`src/verilog/srru_pkg.sv`:
```
// Purpose: constants shared by the state register read unit
// Assumes: instruction words of 32 bits, 64-bit data path
// Notes: field positions and selector codes are named here only
package srru_pkg;
    // ========================================
    // Instruction fields
    localparam int OP_HI = 31;
    localparam int OP_LO = 30;
    localparam int RD_HI = 29;
    localparam int RD_LO = 25;
    localparam int OP3_HI = 24;
    localparam int OP3_LO = 19;
    localparam int RS1_HI = 18;
    localparam int RS1_LO = 14;
    localparam int I_BIT = 13;
    localparam logic [1:0] OP_ARITH = 2'h2;
    localparam logic [5:0] OP3_RD_STATE = 6'h28;
    localparam logic [5:0] OP3_RD_PRIV = 6'h2a;
    // ========================================
    // Privileged register selectors
    localparam logic [4:0] PR_TRAP_PC = 5'h00;
    localparam logic [4:0] PR_TRAP_NPC = 5'h01;
    localparam logic [4:0] PR_TRAP_STATE = 5'h02;
    localparam logic [4:0] PR_TRAP_TYPE = 5'h03;
    localparam logic [4:0] PR_CYCLE_TICK = 5'h04;
    localparam logic [4:0] PR_TRAP_BASE = 5'h05;
    localparam logic [4:0] PR_PROC_STATE = 5'h06;
    localparam logic [4:0] PR_TRAP_LEVEL = 5'h07;
    localparam logic [4:0] PR_IRQ_LEVEL = 5'h08;
    localparam logic [4:0] PR_WINDOW_PTR = 5'h09;
    localparam logic [4:0] PR_WIN_FIRST = 5'h0a;
    localparam logic [4:0] PR_WIN_LAST = 5'h0e;
    localparam logic [4:0] PR_FP_QUEUE = 5'h0f;
    localparam logic [4:0] PR_RSV_FIRST = 5'h10;
    localparam logic [4:0] PR_RSV_LAST = 5'h1e;
    localparam logic [4:0] PR_VERSION = 5'h1f;
    // ========================================
    // State register selectors
    localparam logic [4:0] SR_MULT = 5'h00;
    localparam logic [4:0] SR_COND = 5'h02;
    localparam logic [4:0] SR_ASPACE = 5'h03;
    localparam logic [4:0] SR_TICK = 5'h04;
    localparam logic [4:0] SR_PC = 5'h05;
    localparam logic [4:0] SR_FP_STATUS = 5'h06;
    localparam logic [4:0] SR_BARRIER = 5'h0f;
    localparam logic [4:0] SR_PERF_CTL = 5'h10;
    localparam logic [4:0] SR_PERF_CNT = 5'h11;
    localparam logic [4:0] SR_DISPATCH = 5'h12;
    localparam logic [4:0] SR_GFX = 5'h13;
    localparam logic [4:0] SR_SOFT_INT = 5'h16;
    localparam logic [4:0] SR_TICK_CMP = 5'h17;
    localparam logic [4:0] SR_SYS_TICK = 5'h18;
    localparam logic [4:0] SR_SYS_CMP = 5'h19;
    // ========================================
    // Trap levels and register bits
    localparam int MAX_TRAP_LEVEL = 5;
    localparam int TL_W = 3;
    localparam int NPT_BIT = 63;
    localparam int PCR_PRIV_BIT = 0;
    localparam int FPRS_FEF_BIT = 2;
    localparam int PSTATE_PEF_BIT = 4;
    localparam logic [63:0] ZERO64 = 64'h0;
    // ========================================
    // Outcome of one decoded instruction
    typedef enum logic [2:0] {
        SRRU_OK, SRRU_BAD_OPCODE, SRRU_PRIV_OP, SRRU_PRIV_ACTION, SRRU_FPU_OFF,
        SRRU_STORE_BAR, SRRU_MEM_BAR
    } srru_result_t;
endpackage

```
`src/verilog/srru_top.sv`:
```
// Purpose: decode and check of privileged and state register reads
// Assumes: instruction and register values arrive on the core clock
// Notes: one instruction taken per valid cycle unless stalled
`timescale 1ns/1ps
module srru_top (
    // Clock, reset, enable
    input wire logic clk,
    input wire logic rstn,
    input wire logic ce,
    // Instruction in
    input wire logic instr_valid,
    input wire logic [31:0] instr,
    input wire logic [63:0] pc,
    input wire logic priv_mode,
    output logic instr_ready,
    // Floating-point drain pin, asynchronous
    input wire logic fp_busy,
    // Trap entry write
    input wire logic trap_wr,
    input wire logic [srru_pkg::TL_W-1:0] trap_wr_level,
    input wire logic [63:0] trap_wr_pc,
    input wire logic [63:0] trap_wr_npc,
    input wire logic [63:0] trap_wr_state,
    input wire logic [63:0] trap_wr_type,
    // Current register values
    input wire logic [srru_pkg::TL_W-1:0] trap_level,
    input wire logic [63:0] cycle_tick,
    input wire logic [63:0] trap_base,
    input wire logic [63:0] proc_state,
    input wire logic [63:0] irq_level,
    input wire logic [63:0] window_ptr,
    input wire logic [63:0] window_ctl [5],
    input wire logic [63:0] fp_queue,
    input wire logic [63:0] version_reg,
    input wire logic [63:0] mult_reg,
    input wire logic [63:0] cond_codes,
    input wire logic [63:0] aspace_reg,
    input wire logic [63:0] fp_status,
    input wire logic [63:0] perf_control,
    input wire logic [63:0] perf_counters,
    input wire logic [63:0] dispatch_control,
    input wire logic [63:0] graphics_status,
    input wire logic [63:0] soft_interrupt,
    input wire logic [63:0] tick_compare,
    input wire logic [63:0] system_tick,
    input wire logic [63:0] system_tick_compare,
    // Result
    output logic done,
    output logic [63:0] rd_data,
    output logic [4:0] rd_addr,
    output logic rd_we,
    output logic bad_opcode_fault,
    output logic priv_op_fault,
    output logic priv_action_fault,
    output logic fpu_off_fault,
    output logic store_barrier,
    output logic memory_barrier
);
    logic fp_busy_s;
    logic [63:0] tb_pc;
    logic [63:0] tb_npc;
    logic [63:0] tb_state;
    logic [63:0] tb_type;
    logic [1:0] f_op;
    logic [4:0] f_rd;
    logic [5:0] f_op3;
    logic [4:0] f_rs1;
    logic f_i;
    logic is_priv;
    logic is_state;
    logic wait_fp;
    srru_pkg::srru_result_t res;
    logic [63:0] data;

    // ========================================
    // Synchronised drain status and trap copies
    srru_sync3 u_sync (
        .clk(clk),
        .rstn(rstn),
        .ce(ce),
        .d(fp_busy),
        .q(fp_busy_s)
    );

    srru_trap_bank u_bank (
        .clk(clk),
        .rstn(rstn),
        .ce(ce),
        .wr_en(trap_wr),
        .wr_level(trap_wr_level),
        .wr_pc(trap_wr_pc),
        .wr_npc(trap_wr_npc),
        .wr_state(trap_wr_state),
        .wr_type(trap_wr_type),
        .rd_level(trap_level),
        .rd_pc(tb_pc),
        .rd_npc(tb_npc),
        .rd_state(tb_state),
        .rd_type(tb_type)
    );

    // ========================================
    // Field extraction
    assign f_op = instr[srru_pkg::OP_HI:srru_pkg::OP_LO];
    assign f_rd = instr[srru_pkg::RD_HI:srru_pkg::RD_LO];
    assign f_op3 = instr[srru_pkg::OP3_HI:srru_pkg::OP3_LO];
    assign f_rs1 = instr[srru_pkg::RS1_HI:srru_pkg::RS1_LO];
    assign f_i = instr[srru_pkg::I_BIT];
    assign is_priv = (f_op == srru_pkg::OP_ARITH) && (f_op3 == srru_pkg::OP3_RD_PRIV);
    assign is_state = (f_op == srru_pkg::OP_ARITH) && (f_op3 == srru_pkg::OP3_RD_STATE);
    // Fp status read holds while drain is pending
    assign wait_fp = is_state && (f_rs1 == srru_pkg::SR_FP_STATUS) && fp_busy_s;

    // ========================================
    // Privileged read decode
    function automatic srru_pkg::srru_result_t priv_chk(input logic [4:0] s);
        srru_pkg::srru_result_t r;
        r = srru_pkg::SRRU_OK;
        if (!priv_mode) begin
            r = srru_pkg::SRRU_PRIV_OP;
        end else if (s >= srru_pkg::PR_RSV_FIRST && s <= srru_pkg::PR_RSV_LAST) begin
            r = srru_pkg::SRRU_BAD_OPCODE;
        end else if (s <= srru_pkg::PR_TRAP_TYPE && trap_level == '0) begin
            r = srru_pkg::SRRU_BAD_OPCODE;
        end
        return r;
    endfunction

    // ========================================
    // State read decode and access checks
    function automatic srru_pkg::srru_result_t state_chk(input logic [4:0] s);
        srru_pkg::srru_result_t r;
        r = srru_pkg::SRRU_OK;
        case (s)
            srru_pkg::SR_MULT, srru_pkg::SR_COND, srru_pkg::SR_ASPACE, srru_pkg::SR_PC,
            srru_pkg::SR_FP_STATUS, srru_pkg::SR_DISPATCH, srru_pkg::SR_SOFT_INT,
            srru_pkg::SR_TICK_CMP, srru_pkg::SR_SYS_CMP: begin
                r = srru_pkg::SRRU_OK;
            end
            srru_pkg::SR_TICK: begin
                if (!priv_mode && cycle_tick[srru_pkg::NPT_BIT]) begin
                    r = srru_pkg::SRRU_PRIV_ACTION;
                end
            end
            srru_pkg::SR_SYS_TICK: begin
                if (!priv_mode && system_tick[srru_pkg::NPT_BIT]) begin
                    r = srru_pkg::SRRU_PRIV_ACTION;
                end
            end
            srru_pkg::SR_PERF_CNT: begin
                if (!priv_mode && perf_control[srru_pkg::PCR_PRIV_BIT]) begin
                    r = srru_pkg::SRRU_PRIV_ACTION;
                end
            end
            srru_pkg::SR_PERF_CTL: begin
                if (!priv_mode) begin
                    r = srru_pkg::SRRU_PRIV_OP;
                end
            end
            srru_pkg::SR_GFX: begin
                if (!proc_state[srru_pkg::PSTATE_PEF_BIT] ||
                    !fp_status[srru_pkg::FPRS_FEF_BIT]) begin
                    r = srru_pkg::SRRU_FPU_OFF;
                end
            end
            srru_pkg::SR_BARRIER: begin
                if (f_rd != '0) begin
                    r = srru_pkg::SRRU_BAD_OPCODE;
                end else begin
                    r = f_i ? srru_pkg::SRRU_MEM_BAR : srru_pkg::SRRU_STORE_BAR;
                end
            end
            default: begin
                r = srru_pkg::SRRU_BAD_OPCODE;
            end
        endcase
        return r;
    endfunction

    // ========================================
    // Source selection for both instruction classes
    always_comb begin
        data = srru_pkg::ZERO64;
        res = srru_pkg::SRRU_OK;
        if (is_priv) begin
            res = priv_chk(f_rs1);
            case (f_rs1)
                srru_pkg::PR_TRAP_PC: data = tb_pc;
                srru_pkg::PR_TRAP_NPC: data = tb_npc;
                srru_pkg::PR_TRAP_STATE: data = tb_state;
                srru_pkg::PR_TRAP_TYPE: data = tb_type;
                srru_pkg::PR_CYCLE_TICK: data = cycle_tick;
                srru_pkg::PR_TRAP_BASE: data = trap_base;
                srru_pkg::PR_PROC_STATE: data = proc_state;
                srru_pkg::PR_TRAP_LEVEL: data = 64'(trap_level);
                srru_pkg::PR_IRQ_LEVEL: data = irq_level;
                srru_pkg::PR_WINDOW_PTR: data = window_ptr;
                srru_pkg::PR_FP_QUEUE: data = fp_queue;
                srru_pkg::PR_VERSION: data = version_reg;
                default: begin
                    if (f_rs1 >= srru_pkg::PR_WIN_FIRST && f_rs1 <= srru_pkg::PR_WIN_LAST) begin
                        data = window_ctl[3'(f_rs1 - srru_pkg::PR_WIN_FIRST)];
                    end
                end
            endcase
        end else if (is_state) begin
            res = state_chk(f_rs1);
            case (f_rs1)
                srru_pkg::SR_MULT: data = mult_reg;
                srru_pkg::SR_COND: data = cond_codes;
                srru_pkg::SR_ASPACE: data = aspace_reg;
                srru_pkg::SR_TICK: data = cycle_tick;
                srru_pkg::SR_PC: data = pc; // Full width, never masked
                srru_pkg::SR_FP_STATUS: data = fp_status;
                srru_pkg::SR_PERF_CTL: data = perf_control;
                srru_pkg::SR_PERF_CNT: data = perf_counters;
                srru_pkg::SR_DISPATCH: data = dispatch_control;
                srru_pkg::SR_GFX: data = graphics_status;
                srru_pkg::SR_SOFT_INT: data = soft_interrupt;
                srru_pkg::SR_TICK_CMP: data = tick_compare;
                srru_pkg::SR_SYS_TICK: data = system_tick;
                srru_pkg::SR_SYS_CMP: data = system_tick_compare;
                default: data = srru_pkg::ZERO64;
            endcase
        end else begin
            res = srru_pkg::SRRU_BAD_OPCODE; // Foreign opcode is refused
        end
    end

    // ========================================
    // Ready follows the drain stall; registered so the output is a flop
    always_ff @(posedge clk or negedge rstn) begin
        if (!rstn) begin
            instr_ready <= 1'b0;
        end else if (ce) begin
            instr_ready <= !fp_busy_s;
        end
    end

    // ========================================
    // Result registers, pulse for one cycle per taken instruction
    always_ff @(posedge clk or negedge rstn) begin
        if (!rstn) begin
            done <= 1'b0;
            rd_data <= srru_pkg::ZERO64;
            rd_addr <= '0;
            rd_we <= 1'b0;
            bad_opcode_fault <= 1'b0;
            priv_op_fault <= 1'b0;
            priv_action_fault <= 1'b0;
            fpu_off_fault <= 1'b0;
            store_barrier <= 1'b0;
            memory_barrier <= 1'b0;
        end else if (ce) begin
            done <= instr_valid && !wait_fp;
            rd_we <= instr_valid && !wait_fp && res == srru_pkg::SRRU_OK;
            rd_addr <= f_rd;
            // Data withheld on any fault so no stale value leaks
            rd_data <= (res == srru_pkg::SRRU_OK) ? data : srru_pkg::ZERO64;
            bad_opcode_fault <= instr_valid && !wait_fp && res == srru_pkg::SRRU_BAD_OPCODE;
            priv_op_fault <= instr_valid && !wait_fp && res == srru_pkg::SRRU_PRIV_OP;
            priv_action_fault <= instr_valid && !wait_fp && res == srru_pkg::SRRU_PRIV_ACTION;
            fpu_off_fault <= instr_valid && !wait_fp && res == srru_pkg::SRRU_FPU_OFF;
            store_barrier <= instr_valid && !wait_fp && res == srru_pkg::SRRU_STORE_BAR;
            memory_barrier <= instr_valid && !wait_fp && res == srru_pkg::SRRU_MEM_BAR;
        end
    end
endmodule

```
`src/verilog/srru_sync3.sv`:
```
// Purpose: three-stage synchroniser for a pin level
// Assumes: single clock, async active-low reset
// Notes: output changes once stages two and three agree
`timescale 1ns/1ps
module srru_sync3 (
    // Clock and reset
    input wire logic clk,
    input wire logic rstn,
    input wire logic ce,
    // Level
    input wire logic d,
    output logic q
);
    logic s1_reg;
    logic s2_reg;
    logic s3_reg;

    // ========================================
    // Shift chain; first stage feeds only the second
    always_ff @(posedge clk or negedge rstn) begin
        if (!rstn) begin
            s1_reg <= 1'b0;
            s2_reg <= 1'b0;
            s3_reg <= 1'b0;
        end else if (ce) begin
            s1_reg <= d;
            s2_reg <= s1_reg;
            s3_reg <= s2_reg;
        end
    end

    // Accept a change only once two stages agree
    always_ff @(posedge clk or negedge rstn) begin
        if (!rstn) begin
            q <= 1'b0;
        end else if (ce && (s2_reg == s3_reg)) begin
            q <= s3_reg;
        end
    end
endmodule

```
`src/verilog/srru_trap_bank.sv`:
```
// Purpose: per-trap-level copies of the four trap registers
// Assumes: level 1..max_trap_level index entries 0..max-1
// Notes: write port is used by trap entry logic outside
`timescale 1ns/1ps
module srru_trap_bank (
    // Clock and reset
    input wire logic clk,
    input wire logic rstn,
    input wire logic ce,
    // Write side
    input wire logic wr_en,
    input wire logic [srru_pkg::TL_W-1:0] wr_level,
    input wire logic [63:0] wr_pc,
    input wire logic [63:0] wr_npc,
    input wire logic [63:0] wr_state,
    input wire logic [63:0] wr_type,
    // Read side
    input wire logic [srru_pkg::TL_W-1:0] rd_level,
    output logic [63:0] rd_pc,
    output logic [63:0] rd_npc,
    output logic [63:0] rd_state,
    output logic [63:0] rd_type
);
    localparam int N = srru_pkg::MAX_TRAP_LEVEL;
    logic [63:0] pc_reg [N];
    logic [63:0] npc_reg [N];
    logic [63:0] st_reg [N];
    logic [63:0] ty_reg [N];
    logic [srru_pkg::TL_W-1:0] ridx;

    // ========================================
    // One entry per trap level
    genvar g;
    generate
        for (g = 0; g < N; g++) begin : g_lvl
            always_ff @(posedge clk or negedge rstn) begin
                if (!rstn) begin
                    pc_reg[g] <= srru_pkg::ZERO64;
                    npc_reg[g] <= srru_pkg::ZERO64;
                    st_reg[g] <= srru_pkg::ZERO64;
                    ty_reg[g] <= srru_pkg::ZERO64;
                end else if (ce && wr_en && wr_level == srru_pkg::TL_W'(g + 1)) begin
                    pc_reg[g] <= wr_pc; // Full pc kept, never masked
                    npc_reg[g] <= wr_npc;
                    st_reg[g] <= wr_state;
                    ty_reg[g] <= wr_type;
                end
            end
        end
    endgenerate

    // Copy indexed by current level; level zero reads entry 0 harmlessly
    always_comb begin
        ridx = (rd_level == '0) ? '0 : rd_level - 1'b1;
        if (ridx >= srru_pkg::TL_W'(N)) begin
            ridx = srru_pkg::TL_W'(N - 1);
        end
        rd_pc = pc_reg[ridx];
        rd_npc = npc_reg[ridx];
        rd_state = st_reg[ridx];
        rd_type = ty_reg[ridx];
    end
endmodule

```
`config.mk`:
```
export PLATFORM = sky130hd
export DESIGN_NAME = srru_top
export DESIGN_NICKNAME = d
export VERILOG_FILES = /design/src/verilog/srru_pkg.sv /design/src/verilog/srru_top.sv /design/src/verilog/srru_sync3.sv /design/src/verilog/srru_trap_bank.sv
export SDC_FILE = /design/constraint.sdc
export NUM_CORES = 2
export LEC_CHECK = 0
export ABC_AREA = 1
export BUFFER_PORTS_ARGS = -buffer_cell sky130_fd_sc_hd__buf_2
export CAP_MARGIN = 10
export CORE_AREA = 2 2 773 775
export DETAILED_ROUTE_END_ITERATION = 6
export DIE_AREA = 0 0 775 777
export GPL_TIMING_DRIVEN = 0
export SYNTH_ARGS = -nofsm -noshare
export SYNTH_HDL_FRONTEND = slang
export SYNTH_SLANG_ARGS = --single-unit
```
`constraint.sdc`:
```
create_clock -name clk -period 1.2 [get_ports clk]
set_clock_uncertainty 0.05 [all_clocks]
set_input_delay 0.12 -clock clk [delete_from_list [all_inputs] [get_ports clk]]
set_output_delay 0.12 -clock clk [all_outputs]
set_load 0.02 [all_outputs]
```
==> flow_summary.ini <==
[place]
post-dp-hpwl_um = 792000
portBuffers = 1964
dpl_cell_area_sq_um = 98000
dpl.cell_count = 21332
gp_congestion = 1.09

[timing]
hold_violations = 481
slew_headroom = 0.0866
slew_viol_final = 0
setup_ws_ns = -1.33
rsz0062_at_grt = yes
setup_violations = 1812
fmax_mhz = 396
post-route-min-period_ns = 2.53
whs_ns = -0.853
worst-slew-pin-transition_ns = 1.37
fin_crit_sh = 2.11

[die]
die_h_um = 777
core_area_sq_um = 593000
ios = 1979
fp.dieArea_sq_um = 602000
fp-row-count = 283
die_w_um = 775
initial_core_util = 0.130

[global_routing]
grt_util_met3 = 0.104
grt_util_met1 = 0.306
overflow = 0
grt_start_max_net_pins = 157
top_usage_layer = met2
grt_pass1_wl_um = 1120000
antenna_found_initial = 673
use_met2 = 0.478
grt_use_total = 0.294
grt_pass1_vias = 93776

[cts]
htreeDepth = 4
root_buffer = clkbuf_16
cts_tree = done
clock_sink_count = 1362
cts.clk_slew.worst_paths_ns = 0.06
numCtsBuffers = 153
insertion_delay_ns = 0.91
clock_path_buffers = 4

[status]
status = finished with violations
violations = DRC, hold timing, setup timing

[synthesis]
synth-seq-cells = 1362
synthArstFlopShare = 1.00
syn_nets = 13385
synth_area_sq_um = 77000
yosys.cell_types.count = 45
ys_seq_area_frac = 0.442
synth_edf_count = 0
yosysWarningCount = 0
synthCells = 11481
synth_flop_cell = dfrtp_1
syn_avg_cell_area_sq_um = 6.71

[routing]
wl_per_cell_um = 40.5
vias = 104040
drt_iter0_markers = 14875
drcViolationCount = 3
routed_wl_um = 930000
viasPerCell = 4.53
drt_pass1_iterations = 7
ant_nets = 0

[pwr]
peakVddDrop_v = 0.00105
leakagePower_nw = 57.8
p_total_mw = 149
p_per_area_nw_per_um2 = 1230

[setup_path]
critical_path.max_fanout = 6
required_ns = 1.83
endpoint_kind = flip-flop
arrival_ns = 3.16
startpoint_type = input pin
crit_type = input pin to flip-flop

[final_layout]
final_cell_mix = 3,990 x nand2_1, 2,016 x buf_2, 1,426 x o21ai_0
multi_input_area_sq_um = 45300
post_layout_nonfiller_instances = 22952
final_common_cell = nand2_1
syn2layout_area_growth_pct = 57.3
nFillCells = 67699
seq_area_sq_um = 34100
final_util = 0.204
post-route-cell-area_sq_um = 121000
drive_above_1_share = 0.300
nNetsFinal = 16071

[flow_run]
maxCapViolCount = 0

[hold_path]
holdCritPathClass = input pin to async pin
==> final timing paths <==
path                                           from                  end  slack (ns)  cells past startpoint
worst min register to register          rd_data[40]          rd_data[40]        0.42                      2
worst max-delay path                      instr[16]          rd_data[62]       -1.33                     17
max in group asynchronous                      rstn   u_bank.pc_reg[270]       -0.31                      4
worst max register to register  u_bank.npc_reg[254]          rd_data[62]       -1.07                      9
worst min-delay path                           rstn  u_bank.npc_reg[158]       -0.85                      1
min in group clk                          instr[20]       memory_barrier       -0.12                      4
==> cell usage after synthesis, types with 2 or more instances <==
cell type / count / share of area
nand2_1: 4548 / 0.22
o21ai_0: 1458 / 0.095
dfrtp_1: 1362 / 0.44
nand3_1: 1085 / 0.070
nor2_1: 1050 / 0.051
inv_1: 615 / 0.030
clkbuf_1: 572 / 0.028
buf_2: 166 / 0.011
a21oi_1: 84 / 0.0055
o21ai_1: 64 / 0.0042
nand3b_1: 59 / 0.0057
o22ai_1: 54 / 0.0044
buf_1: 52 / 0.0025
nand4_1: 51 / 0.0041
a22oi_1: 37 / 0.0036
o211ai_1: 32 / 0.0031
o221ai_1: 21 / 0.0024
a21boi_0: 19 / 0.0019
inv_2: 19 / 0.00093
nor3_1: 16 / 0.0010
or2_2: 14 / 0.0011
o21a_1: 13 / 0.0013
nor2_2: 12 / 0.00097
a31oi_1: 11 / 0.00089
and2_0: 10 / 0.00081
nand2_2: 7 / 0.00057
o21bai_1: 7 / 0.00068
buf_6: 6 / 0.00088
buf_4: 5 / 0.00049
nor2_4: 5 / 0.00073
o22a_1: 4 / 0.00045
ha_1: 3 / 0.00049
o31ai_1: 3 / 0.00029
a221oi_1: 2 / 0.00023
a22o_1: 2 / 0.00023
clkinv_1: 2 / 0.000097
nand2_4: 2 / 0.00029
nand3_2: 2 / 0.00026
==> layout make-up <==
cell class,instances,area share
timing repair buffer,2538,0.135
tap,7837,0.0809
buffer,794,0.0504
clock inverter,48,0.00386
multi-input combinational,8682,0.374
antenna,837,0.0173
clock buffer,218,0.0367
inverter,636,0.0204
sequential,1362,0.281
==> worst max-delay path, cell delays in order <==
cell	delay [ns]
buf_12	0.10
buf_12	0.13
nor2_4	0.06
nand2_4	0.08
nor2_4	0.04
buf_12	0.14
buf_12	0.14
buf_6	0.14
buf_12	0.14
nand2_1	0.06
nand4_1	0.76
nor3_1	0.38
nand2_1	0.14
o21ai_4	0.41
nand2_2	0.10
nand2_2	0.10
nand2_1	0.06
==> stage by stage <==
step                setup slack, ns  setup TNS (ns)
global placement             -32.27               -
finish                        -1.33         -673.70
floorplan                    -0.517          -39.38
CTS                           -1.26         -499.41
detailed placement            -4.84        -3567.11
global route                  -1.34         -746.35
==> power breakdown <==
part,switching (mW),internal (mW),total [mW]
logic,26.1,13.3,39.5
clock network,21.9,27.3,49.3
registers,5.27,54.8,60.0
==> cells by family (layout without fill, tap and decap cells) <==
| group | count (synthesis) | after routing | synth area share |
|---|---|---|---|
| AOI/OAI and AO/OA | 1815 | 1815 | 0.124 |
| and+or+nand+nor | 6864 | 6864 | 0.359 |
| DFF | 1362 | 1362 | 0.442 |
| adders and majority gates | 3 | 3 | 0.000487 |
| other | 0 | 837 | 0 |
| buffers and inverters | 1437 | 4234 | 0.0735 |
==> what timing repair did <==
item,4_1_cts,5_1_grt
pin swaps,159,414
setup endpoints to repair,1897,2025
endpoints found under the hold margin,1781,356
hold buffers,283,2
setup buffers,123,113
gates cloned,2,8
gates resized for setup,1800,1445
==> metal layers <==
metal | part of all wire | vias up | wire, um
met3 | 0.11 | 2466 | 103000
met2 | 0.46 | 7800 | 426000
met4 | 0.10 | 188 | 94200
met1 | 0.33 | 50555 | 305000
met5 | 0.0015 | - | 1370
li1 | - | 43031 | -
(Power assumes the default switching activity.)
